==> config.mk <==
export PLATFORM = sky130hd
export DESIGN_NAME = bim_top
export DESIGN_NICKNAME = d
export VERILOG_FILES = /design/src/bim_pkg.sv /design/src/bim_reg_if.sv /design/src/bim_regs.sv /design/src/bim_top.sv
export VERILOG_INCLUDE_DIRS = /design/src
export SDC_FILE = /design/constraint.sdc
export NUM_CORES = 1
export LEC_CHECK = 0
export BUFFER_PORTS_ARGS = -buffer_cell sky130_fd_sc_hd__buf_2
export CORE_ASPECT_RATIO = 2
export CORE_MARGIN = 2
export CORE_UTILIZATION = 55
export DETAILED_ROUTE_END_ITERATION = 10
export GPL_TIMING_DRIVEN = 0
export PLACE_DENSITY = 0.82
export SETUP_SLACK_MARGIN = 0.3
export SYNTH_ARGS = -nofsm -noshare
export SYNTH_HDL_FRONTEND = slang
export SYNTH_SLANG_ARGS = --single-unit
==> constraint.sdc <==
create_clock -name mclk -period 2.25 [get_ports mclk]
set_input_delay 0.225 -clock mclk [delete_from_list [all_inputs] [get_ports mclk]]
set_output_delay 0.225 -clock mclk [all_outputs]
set_load 0.05 [all_outputs]
==> src/bim_consts.svh <==
// Overview of operation
// - bus master reads and writes all eight registers
// - direction, address, write data latched at select
// - register access ends with clocked acknowledge
// - enabled request drives its programmed level line
// - shared level stays until all sources served
// - level zero never drives any request line
// - acknowledge latches level and compares pending sources
// - no daisy input means no response at all
// - no match passes the daisy chain on
// - daisy output held until acknowledge negated
// - internal match drives vector and acknowledge
// - highest numbered source wins on shared level
// - internal answer also shows code and strobe
// - vector and acknowledge held until acknowledge ends
// - external match gives strobe and code only
// - auto clear drops source enable on acknowledge
// - requests frozen once acknowledge cycle starts
// - flag bits never change interrupt behaviour
// - flag auto clear clears flag on acknowledge
// - select plus acknowledge for two cycles resets
// - reset zeroes control, vectors get uninitialised value
// - control bit five selects external response
// - control bit three is enable auto clear
// - control bit six is flag auto clear
`ifndef BIM_CONSTS_SVH
`define BIM_CONSTS_SVH

// control register field positions
`define BIM_LVL_LSB      0
`define BIM_LVL_W        3
`define BIM_AUTO_CLR_BIT 3
`define BIM_SRC_EN_BIT   4
`define BIM_EXT_SEL_BIT  5
`define BIM_FLAG_AC_BIT  6
`define BIM_FLAG_BIT     7

// reset values
`define BIM_CTRL_RST     8'h00
`define BIM_VEC_RST      8'h0F

// register index layout: bit 2 picks vector bank
`define BIM_VEC_BANK_BIT 2

// timing counts in clock cycles
`define BIM_RST_CYCLES   2

// synchroniser word and its idle value (all lines negated)
`define BIM_SYNC_W       19
`define BIM_SYNC_IDLE    19'h7FFFF

`endif

==> src/bim_pkg.sv <==
package bim_pkg;

	// sequencer states, one-hot
	typedef enum logic [6:0] {
		ST_IDLE    = 7'h01,
		ST_ACCESS  = 7'h02,
		ST_ACCDONE = 7'h04,
		ST_WAITIN  = 7'h08,
		ST_PASS    = 7'h10,
		ST_CODE    = 7'h20,
		ST_RESPOND = 7'h40
	} bim_state_type;

	// byte held in one register
	typedef logic [7:0] bim_byte_type;

endpackage

==> src/bim_reg_if.sv <==
`timescale 1ns/1ps
// register file access between sequencer and storage
interface bim_reg_if;
	logic                  wr_en;     // one-cycle write pulse
	logic [2:0]            wr_idx;    // register index
	bim_pkg::bim_byte_type wr_data;   // write byte
	logic                  rd_en;     // one-cycle read pulse
	logic [2:0]            rd_idx;    // read index
	bim_pkg::bim_byte_type rd_data;   // registered read byte
	logic                  soft_rst;  // bus-made reset level
	logic                  ack_clr;   // auto clear pulse
	logic [1:0]            ack_src;   // source being served
	logic [31:0]           ctrl_flat; // four control bytes
	logic [31:0]           vec_flat;  // four vector bytes

	modport store (input wr_en, wr_idx, wr_data, rd_en, rd_idx, soft_rst,
		ack_clr, ack_src, output rd_data, ctrl_flat, vec_flat);
	modport user (output wr_en, wr_idx, wr_data, rd_en, rd_idx, soft_rst,
		ack_clr, ack_src, input rd_data, ctrl_flat, vec_flat);
endinterface

==> src/bim_regs.sv <==
`timescale 1ns/1ps
`include "bim_consts.svh"
// eight byte registers: four control, four vector
module bim_regs (
	input wire logic mclk,
	input wire logic arst_n,
	bim_reg_if.store rif
);
	bim_pkg::bim_byte_type ctrl_q [0:3]; // control bytes
	bim_pkg::bim_byte_type vec_q  [0:3]; // vector bytes
	bim_pkg::bim_byte_type rd_q;         // read data register

	////////////////////////////////////////////////////////////////////////////
	// control registers: write, auto clear, bus reset
	always_ff @(posedge mclk or negedge arst_n) begin
		if (!arst_n) begin
			for (int s = 0; s < 4; s++) ctrl_q[s] <= `BIM_CTRL_RST;
		end else if (rif.soft_rst) begin
			for (int s = 0; s < 4; s++) ctrl_q[s] <= `BIM_CTRL_RST;
		end else if (rif.wr_en && !rif.wr_idx[`BIM_VEC_BANK_BIT]) begin
			ctrl_q[rif.wr_idx[1:0]] <= rif.wr_data;
		end else if (rif.ack_clr) begin
			// flag bits are only touched here and by bus writes or reset, never read by the request path
			if (ctrl_q[rif.ack_src][`BIM_AUTO_CLR_BIT])
				ctrl_q[rif.ack_src][`BIM_SRC_EN_BIT] <= 1'b0;
			if (ctrl_q[rif.ack_src][`BIM_FLAG_AC_BIT])
				ctrl_q[rif.ack_src][`BIM_FLAG_BIT] <= 1'b0;
		end
	end

	////////////////////////////////////////////////////////////////////////////
	// vector registers
	always_ff @(posedge mclk or negedge arst_n) begin
		if (!arst_n) begin
			for (int s = 0; s < 4; s++) vec_q[s] <= `BIM_VEC_RST;
		end else if (rif.soft_rst) begin
			for (int s = 0; s < 4; s++) vec_q[s] <= `BIM_VEC_RST;
		end else if (rif.wr_en && rif.wr_idx[`BIM_VEC_BANK_BIT]) begin
			vec_q[rif.wr_idx[1:0]] <= rif.wr_data;
		end
	end

	////////////////////////////////////////////////////////////////////////////
	// registered read port
	always_ff @(posedge mclk or negedge arst_n) begin
		if (!arst_n) begin
			rd_q <= 8'h00;
		end else if (rif.rd_en) begin
			rd_q <= rif.rd_idx[`BIM_VEC_BANK_BIT] ? vec_q[rif.rd_idx[1:0]]
				: ctrl_q[rif.rd_idx[1:0]];
		end
	end

	assign rif.rd_data   = rd_q;
	assign rif.ctrl_flat = {ctrl_q[3], ctrl_q[2], ctrl_q[1], ctrl_q[0]};
	assign rif.vec_flat  = {vec_q[3], vec_q[2], vec_q[1], vec_q[0]};
endmodule // bim_regs

==> src/bim_top.sv <==
`timescale 1ns/1ps
`include "bim_consts.svh"
// four-source bus interrupter: register access, requests, acknowledge
module bim_top (
	input  wire logic       mclk,
	input  wire logic       arst_n,
	input  wire logic       cs_n,                  // chip select
	input  wire logic       iack_n,                // acknowledge cycle
	input  wire logic       iackin_n,              // daisy chain in
	input  wire logic       rw,                    // 1 read, 0 write
	input  wire logic [2:0] addr,                  // register index / ack level
	input  wire logic [7:0] data_in,               // data bus in
	input  wire logic [3:0] source_request_n,      // local requests
	output logic      [7:0] data_out,              // data bus out
	output logic            data_oe,               // data bus driven
	output logic            dtack_n,               // acknowledge level
	output logic            dtack_oe,              // acknowledge driven
	output logic      [6:0] irq_n,                 // request lines 1..7
	output logic      [6:0] irq_oe,                // request lines pulled
	output logic            iackout_n,             // daisy chain out
	output logic            ack_external_strobe_n, // acknowledge strobe
	output logic      [1:0] ack_source_code        // source index
);
	bim_reg_if rif ();

	bim_regs u_regs (
		.mclk   (mclk),
		.arst_n (arst_n),
		.rif    (rif)
	);

	////////////////////////////////////////////////////////////////////////////
	// field helpers
	function automatic logic [2:0] f_lvl(input logic [31:0] cf, input int s);
		f_lvl = cf[s*8 + `BIM_LVL_LSB +: `BIM_LVL_W];
	endfunction

	function automatic logic f_en(input logic [31:0] cf, input int s);
		f_en = cf[s*8 + `BIM_SRC_EN_BIT];
	endfunction

	////////////////////////////////////////////////////////////////////////////
	// input synchroniser
	logic [`BIM_SYNC_W-1:0] sync1_q; // first stage, read only by stage two
	logic [`BIM_SYNC_W-1:0] sync2_q; // stable samples

	// every bus and request pin arrives from outside the clock
	always_ff @(posedge mclk or negedge arst_n) begin
		if (!arst_n) begin
			sync1_q <= `BIM_SYNC_IDLE;
			sync2_q <= `BIM_SYNC_IDLE;
		end else begin
			sync1_q <= {source_request_n, data_in, addr, rw, iackin_n, iack_n, cs_n};
			sync2_q <= sync1_q;
		end
	end

	logic       cs_l;     // select asserted
	logic       iack_l;   // acknowledge asserted
	logic       iackin_l; // daisy in asserted
	logic       rw_s;     // direction
	logic [2:0] addr_s;   // address
	logic [7:0] din_s;    // write data
	logic [3:0] req_s;    // requests, active high
	logic       both_low; // bus reset request

	assign cs_l     = !sync2_q[0];
	assign iack_l   = !sync2_q[1];
	assign iackin_l = !sync2_q[2];
	assign rw_s     = sync2_q[3];
	assign addr_s   = sync2_q[6:4];
	assign din_s    = sync2_q[14:7];
	assign req_s    = ~sync2_q[18:15];
	assign both_low = cs_l && iack_l;

	////////////////////////////////////////////////////////////////////////////
	// bus reset: select and acknowledge low together
	logic both_prev_q; // both low on the previous edge
	logic soft_rst_q;  // reset level to the registers

	// a single-cycle overlap is treated as a glitch, not a reset
	always_ff @(posedge mclk or negedge arst_n) begin
		if (!arst_n) begin
			both_prev_q <= 1'b0;
			soft_rst_q  <= 1'b0;
		end else begin
			both_prev_q <= both_low;
			soft_rst_q  <= both_low && both_prev_q;
		end
	end

	assign rif.soft_rst = soft_rst_q;

	////////////////////////////////////////////////////////////////////////////
	// request lines
	logic [6:0] irq_d; // level wanted per line

	// level zero has no line, so it drops out of the loop
	always_comb begin
		irq_d = 7'h00;
		for (int s = 0; s < 4; s++) begin
			for (int l = 1; l < 8; l++) begin
				if (req_s[s] && f_en(rif.ctrl_flat, s)
					&& (f_lvl(rif.ctrl_flat, s) == l[2:0]))
					irq_d[l-1] = 1'b1;
			end
		end
	end

	// line stays pulled while any enabled source on it still asks
	always_ff @(posedge mclk or negedge arst_n) begin
		if (!arst_n) begin
			irq_oe <= 7'h00;
			irq_n  <= 7'h7F;
		end else begin
			irq_oe <= irq_d;
			irq_n  <= ~irq_d;
		end
	end

	////////////////////////////////////////////////////////////////////////////
	// acknowledge match: highest numbered source wins
	logic [2:0] lvl_q;  // latched acknowledge level
	logic [3:0] pend_q; // requests frozen at acknowledge start
	logic       hit;    // some source matches
	logic [1:0] hit_src;// winning source

	always_comb begin
		hit     = 1'b0;
		hit_src = 2'h0;
		for (int s = 0; s < 4; s++) begin
			if (pend_q[s] && f_en(rif.ctrl_flat, s) && (f_lvl(rif.ctrl_flat, s) != 3'h0)
				&& (f_lvl(rif.ctrl_flat, s) == lvl_q)) begin
				hit     = 1'b1;
				hit_src = s[1:0];
			end
		end
	end

	////////////////////////////////////////////////////////////////////////////
	// sequencer
	bim_pkg::bim_state_type state_q; // current state
	logic                   rw_q;    // latched direction
	logic                   ext_q;   // external answer chosen
	logic [1:0]             src_q;   // served source

	// one process owns the state and every bus-facing output except the request lines
	always_ff @(posedge mclk or negedge arst_n) begin
		if (!arst_n) begin
			state_q               <= bim_pkg::ST_IDLE;
			rw_q                  <= 1'b1;
			ext_q                 <= 1'b0;
			src_q                 <= 2'h0;
			lvl_q                 <= 3'h0;
			pend_q                <= 4'h0;
			rif.wr_en             <= 1'b0;
			rif.wr_idx            <= 3'h0;
			rif.wr_data           <= 8'h00;
			rif.rd_en             <= 1'b0;
			rif.rd_idx            <= 3'h0;
			rif.ack_clr           <= 1'b0;
			rif.ack_src           <= 2'h0;
			data_out              <= 8'h00;
			data_oe               <= 1'b0;
			dtack_n               <= 1'b1;
			dtack_oe              <= 1'b0;
			iackout_n             <= 1'b1;
			ack_external_strobe_n <= 1'b1;
			ack_source_code       <= 2'h0;
		end else begin
			rif.wr_en   <= 1'b0;
			rif.rd_en   <= 1'b0;
			rif.ack_clr <= 1'b0;
			if (both_low) begin
				// reset request: drop every driven line except the request lines
				state_q               <= bim_pkg::ST_IDLE;
				data_oe               <= 1'b0;
				dtack_n               <= 1'b1;
				dtack_oe              <= 1'b0;
				iackout_n             <= 1'b1;
				ack_external_strobe_n <= 1'b1;
			end else begin
				case (state_q)
					bim_pkg::ST_IDLE: begin
						if (cs_l) begin
							// first sample low is the select edge
							rw_q        <= rw_s;
							rif.wr_en   <= !rw_s;
							rif.wr_idx  <= addr_s;
							rif.wr_data <= din_s;
							rif.rd_en   <= rw_s;
							rif.rd_idx  <= addr_s;
							state_q     <= bim_pkg::ST_ACCESS;
						end else if (iack_l) begin
							lvl_q   <= addr_s;
							pend_q  <= req_s;
							state_q <= bim_pkg::ST_WAITIN;
						end
					end
					bim_pkg::ST_ACCESS: begin
						// a read waits one edge while storage loads its read register
						if (!rif.rd_en) begin
							data_out <= rif.rd_data;
							data_oe  <= rw_q;
							dtack_oe <= 1'b1;
							dtack_n  <= 1'b0;
							state_q  <= bim_pkg::ST_ACCDONE;
						end
					end
					bim_pkg::ST_ACCDONE: begin
						if (!cs_l) begin
							data_oe  <= 1'b0;
							dtack_oe <= 1'b0;
							dtack_n  <= 1'b1;
							state_q  <= bim_pkg::ST_IDLE;
						end
					end
					bim_pkg::ST_WAITIN: begin
						if (!iack_l) begin
							state_q <= bim_pkg::ST_IDLE;
						end else if (iackin_l) begin
							if (!hit) begin
								iackout_n <= 1'b0;
								state_q   <= bim_pkg::ST_PASS;
							end else begin
								src_q           <= hit_src;
								ext_q           <= rif.ctrl_flat[hit_src*8 + `BIM_EXT_SEL_BIT];
								ack_source_code <= hit_src;
								rif.ack_clr     <= 1'b1;
								rif.ack_src     <= hit_src;
								state_q         <= bim_pkg::ST_CODE;
							end
						end
					end
					bim_pkg::ST_PASS: begin
						if (!iack_l) begin
							iackout_n <= 1'b1;
							state_q   <= bim_pkg::ST_IDLE;
						end
					end
					bim_pkg::ST_CODE: begin
						// code has stood one cycle before the strobe falls
						ack_external_strobe_n <= 1'b0;
						if (!ext_q) begin
							data_out <= rif.vec_flat[src_q*8 +: 8];
							data_oe  <= 1'b1;
							dtack_oe <= 1'b1;
							dtack_n  <= 1'b0;
						end
						state_q <= bim_pkg::ST_RESPOND;
					end
					bim_pkg::ST_RESPOND: begin
						if (!iack_l) begin
							data_oe               <= 1'b0;
							dtack_oe              <= 1'b0;
							dtack_n               <= 1'b1;
							ack_external_strobe_n <= 1'b1;
							state_q               <= bim_pkg::ST_IDLE;
						end
					end
					default: begin
						state_q <= bim_pkg::ST_IDLE;
					end
				endcase
			end
		end
	end
endmodule // bim_top

# After elaboration in Yosys (flattened, before gate mapping)
# Cells that the tools add are included.
# classes
bitwise,12
n_addsub,1
mux,111
shifts,1
n_lt_le_gt_ge,5
n_reduce_logical,73
eq_ne,52
# ops
cell,count
32-bit 2-to-1 mux,10
8-bit 2-to-1 mux,9
7-bit 2-to-1 mux,10
32-bit bitwise AND,2
32-bit bitwise mux,2
32-bit NOT,2
1-bit 2-to-1 mux,62
1-bit logical AND,50
8-bit binary-select mux with 2-bit select,3
8-bit demux with 2-bit select,3
"3-bit equality test, second input constant",16
7-bit one-hot mux with 6 select lines,1
32-bit by 6-bit variable part select with 8-bit output,1
"3-bit by 2-bit equality test with 1-bit output, second input constant",8
"3-bit inequality test, second input constant",8
3-bit nonzero test,7
5-bit AND reduction,4
8-bit one-hot mux with 2 select lines,1
"3-bit by 1-bit equality test with 1-bit output, second input constant",4
3-bit equality test,4
1-bit one-hot mux with 4 select lines,3
"4-bit inequality test, second input constant",2
4-bit AND reduction,2
"7-bit by 1-bit equality test with 1-bit output, second input constant",1
other kinds (27),40
# word_totals
word_cells,287
output_inout_bits,29
regBits,171
in_bits,21

# Longest topological paths before layout
# logic_depth
depth_word,16
ltp_mapped,8
ltp_nobuf,6

# Modules after synthesis
# From an unflattened synthesis, not the netlist that was laid out.
# unflattened
hier_cells,677
hier_area_um2,8026.4
# modules_own_cells
mod,area_per_inst_um2,n_inst,cells_per_inst
bim_top,4264.1,1,329
bim_regs,3762.4,1,348

# Worst setup path before layout
# No wires, ideal clock.
# synth_path
path_kind,flip-flop to flip-flop
startpoint,reg rif.ack_src[0]
endpoint,"reg u_regs.ctrl_q, in the netlist u_regs.rif.ctrl_flat[15]"
path_stages_with_launch,8
setup_slack_ps,100
t_arrival_ps,2019
synth_period_minus_slack_ps,2150
path_cell_list,dfrtp_1 buf_2 mux4_2 and2_1 nor3_2 nor2_1 a21oi_1 nor2_1
# synth_between
elab_chain_cells,13
# synth_lines
element,line,source
start: declaration,bim_reg_if.sv:12,logic [1:0] ack_src;
start signal: assignment,bim_top.sv:230,rif.ack_src <= hit_src;
2-bit NOT with 3-bit output *,-,
8-bit binary-select mux with 2-bit select or 8-bit demux with 2-bit select (tied branches),"bim_regs.sv:24, bim_regs.sv:26, bim_regs.sv:25",
7-bit 2-to-1 mux (not written as such) or 32-bit NOT (tied branches),-,
7-bit 2-to-1 mux (not written as such) or 32-bit bitwise AND (tied branches),-,
32-bit 2-to-1 mux,bim_regs.sv:24,if (ctrl_q[rif.ack_src][`BIM_AUTO_CLR_BIT])
32-bit 2-to-1 mux,bim_regs.sv:22,end else if (rif.ack_clr) begin
32-bit 2-to-1 mux,bim_regs.sv:20,end else if (rif.wr_en && !rif.wr_idx[`BIM_VEC_BANK_BIT]) begin
32-bit 2-to-1 mux,bim_regs.sv:18,end else if (rif.soft_rst) begin
32-bit bitwise AND (no source line),-,
32-bit 2-to-1 mux *,bim_regs.sv:26,if (ctrl_q[rif.ack_src][`BIM_FLAG_AC_BIT])
32-bit 2-to-1 mux *,bim_regs.sv:22,
32-bit 2-to-1 mux *,bim_regs.sv:20,
32-bit 2-to-1 mux *,bim_regs.sv:18,
end signal: indexed assignment,bim_regs.sv:21,ctrl_q[rif.wr_idx[1:0]] <= rif.wr_data;
end: declaration,bim_regs.sv:9,bim_pkg::bim_byte_type ctrl_q [0:3];
# Every way passes the cells marked *; elsewhere a longest branch is shown, timed or not. The select of a mux whose other input is x is not followed.
# A chain may end at the register's enable or synchronous reset.

# Worst setup path after layout
# layout_path
startpoint,reg state_q[5]
endpoint,reg data_oe
# layout_between
elab_chain_cells,3
# layout_lines
element,line,source
start: declaration,bim_top.sv:142,bim_pkg::bim_state_type state_q;
start signal: assignment,bim_top.sv:150,state_q <= bim_pkg::ST_IDLE;
start signal: assignment,bim_top.sv:176,state_q <= bim_pkg::ST_IDLE;
start signal: assignment,bim_top.sv:193,state_q <= bim_pkg::ST_ACCESS;
7-bit by 6-bit equality test with 1-bit output (tied with other cells),bim_top.sv:183,case (state_q)
3-bit inequality test (no source line) (tied with other cells),-,
5-bit AND reduction (no source line) or 1-bit 2-to-1 mux (tied branches),-,
end signal: assignment,bim_top.sv:204,data_oe <= rw_q;
end: declaration,bim_top.sv:15,"output logic data_oe,"
# Several ways; a longest one is shown, not always the timed one.

==> results.toml <==
[logic_synthesis]
synth-seq-cells = 171
synth_compound_area_frac = 0.114
synth_common_cells = "nand2_1 (117), dfrtp_1 (105), dfstp_2 (66)"
synth_simple_gate_area_share = 0.163
yosysSeqAreaShare = 0.555
ys_types = 66
synthTopCellsByArea = "dfrtp_1 (33%), dfstp_2 (22%), mux4_2 (7.5%), nand2_1 (5.6%), mux2i_1 (3.7%)"
postSynth.asyncResetShare = 1.00
synthAdderAreaFrac = 0
yosys_most_used_dff = "dfrtp_1"
synth_area_um2 = 7860
synth_top_family_by_area = "simple AND/OR/NAND/NOR gates"
yosysTopAreaCellShare = 0.335
muxShareOfSynthArea = 0.124
yosysMostFrequentCell = "nand2_1"
syn_area_per_cell_um2 = 11.2
synthCells = 701
synth_edf_count = 0
synth-xor-area-share = 0.0112
syn_nets = 722
ys_warn_count = 0
synth_top_area_cell = "dfrtp_1"

[worst_setup_path]
slowest_delay_ps = 420
rr_startpoint = "state_q[5]"
crit_family = "simple AND/OR/NAND/NOR gates"
startpoint_type = "flop"
cp.buffers_inverters = 1
path_cells = "buf_2, nor4b_4, nand2_2, o22ai_2, a311o_2, mux2_4"
slowest_stage = "nor4b_4"
cp-end-kind = "flop"
critPathArrivalTime_ps = 2380
crit_start = "state_q[5]"
path_class = "flop to flop"
cp.required_ps = 2560
path_max_fanout = 8

[final_layout]
layout-drive-gt1-share = 0.317
area_growth_pct = 19.5
fin_nets = 824
finish.instance_area_um2 = 9380
n_antenna_cell = 0
finalCoreUtilization = 0.672
fillerInstances = 1014

[sta]
relSlewSlack = 0.408
worst_pin_slew_ps = 888
drv_slew = 0
final_hold_viol_count = 0
hold-worst-slack_ps = 353
finClkSkew_ps = 10.2
fin_crit_sh = 0.919
max_freq_mhz = 484
finalCriticalPeriod_ps = 2070
tns_ps = 0
grt_setup_unrepaired = "yes"
setup_viol = 0

[routing]
wire_per_inst_um = 19.9
drcViolationCount = 0
routed_wl_um = 20000
postRouteAntennaNets = 0
vias = 5993
drtIter0Drc = 631
vias_per_cell = 5.96
drtPass1Iterations = 5

[placement]
dpl-instance-area_um2 = 8380
dpl.hpwl_um = 14000
gp_congestion = 0.963
numPortBuffers = 49

[status]
status = "finished, final reports clean"

[worst_hold_path]
hp-class = "flop to flop"
min_from = "sync1_q[15]"

[cts]
cts_tree = "done"
clockBufferDepth = 2
clock-root-buffer = "clkbuf_16"
clkSinkCount = 171
cts_made_buffers = 17
htreeDepth = 4
path_clk_slew_ps = 70
insertion_delay_ps = 430

[global_routing]
grt_pass1_wl_um = 31400
grt.total_usage = 0.271
grt_max_degree = 98
antenna_found_initial = 0
grt_pass1_vias = 6168
grt-ovfl-total = 0

[die]
design.portCount = 50
core_um2 = 14000
die_w_um = 88.5
dieArea_um2 = 15300
die_h_um = 173
rows = 61
start_util = 0.562

[power_and_ir_drop]
p_leak_uw = 0.00404
ir_worst_vdd_mv = 0.627
powerDensity_nw_per_um2 = 1130
power.total_uw = 10600

[run]
maxCapViolCount = 0
==> where the power goes <==
part | internal (µW) | switching [µW] | total, µW
Clock | 1540 | 1250 | 2800
Combinational | 1320 | 2000 | 3320
Sequential | 3900 | 581 | 4480
==> sequential cells by signal (all words and copies together), names as in the netlist, 2 cells and up <==
| signal | count |
|---|---|
| rif.wr_data | 8 |
| sync1_q | 19 |
| u_regs.rif.vec_flat | 32 |
| rif.rd_idx | 3 |
| pend_q | 4 |
| sync2_q | 19 |
| u_regs.rif.rd_data | 8 |
| irq_n | 7 |
| data_out | 8 |
| state_q | 7 |
| irq_oe | 7 |
| rif.ack_src | 2 |
| lvl_q | 3 |
| u_regs.rif.ctrl_flat | 32 |
==> metrics by stage <==
stage / cells / setup WS [ps]
after floorplan: 701 / 320
after global placement: 939 / -1650
after detailed placement: 940 / 78.3
after CTS: 994 / 290
after global routing: 1005 / 133
final: 1005 / 182
==> worst paths after layout <==
check	end	slack, ps	cells after the start
worst min-delay path	sync2_q[15]	350	0
max in group asynchronous	sync2_q[17]	870	3
worst max register to register	data_oe	180	6
worst min register to register	sync2_q[15]	350	0
min in group asynchronous	u_regs.rif.vec_flat[30]	430	2
worst max-delay path	data_oe	180	6
==> what timing repair did <==
| item | in CTS | in global routing |
|---|---|---|
| hold buffers | 20 | 0 |
| pin swaps | 1 | 7 |
| endpoints found under the hold margin | 79 | 0 |
| buffers inserted | 2 | 11 |
| cloned | 0 | 0 |
| resized for setup | 17 | 24 |
| endpoints found under the setup margin | 49 | 42 |
==> kinds of logic after synthesis <==
logic type,Yosys count
AO/OA/AOI/OAI,134
AND/OR/NAND/NOR,262
multiplexers,63
XOR/XNOR,10
flip-flops,171
buffers and inverters,61
==> worst reg2reg max path: stages (launching register included) <==
cell	delay [ps]
dfrtp_1	360
buf_2	190
nor4b_4	420
nand2_2	170
o22ai_2	300
a311o_2	210
mux2_4	300
==> cell usage in the layout, fill, tap and decap left out, drive strengths merged, types with 8 or more instances in the layout <==
cell / count
nand2: 117
dfrtp: 105
buf: 84
dfstp: 66
nor2: 55
a21oi: 49
clkbuf: 42
mux2i: 29
mux4: 26
o21ai: 26
dlygate4sd3: 20
nor2b: 19
inv: 19
a211o: 16
nand2b: 15
nor3: 13
mux2: 8
==> routing by layer <==
| layer | GRT usage | share of wire | vias to the layer above |
|---|---|---|---|
| met5 | 0 | 0 | - |
| met4 | 0.181 | 0.066 | 0 |
| met3 | 0.0415 | 0.044 | 93 |
| met2 | 0.469 | 0.54 | 268 |
| met1 | 0.295 | 0.35 | 2975 |
| li1 | - | - | 2657 |
==> cell type report <==
class                           instances  area, µm²  area share
Buffer                                 45        228      0.0243
Clock buffer                           18        429      0.0457
Clock inverter                         14        138      0.0147
Inverter                               16       61.3     0.00653
Multi-Input combinational cell        469       3350       0.357
Sequential cell                       171       4370       0.465
Tap cell                              189        236      0.0252
Timing Repair Buffer                   83        577      0.0615
Note: power is estimated with default switching activity, not from simulation.
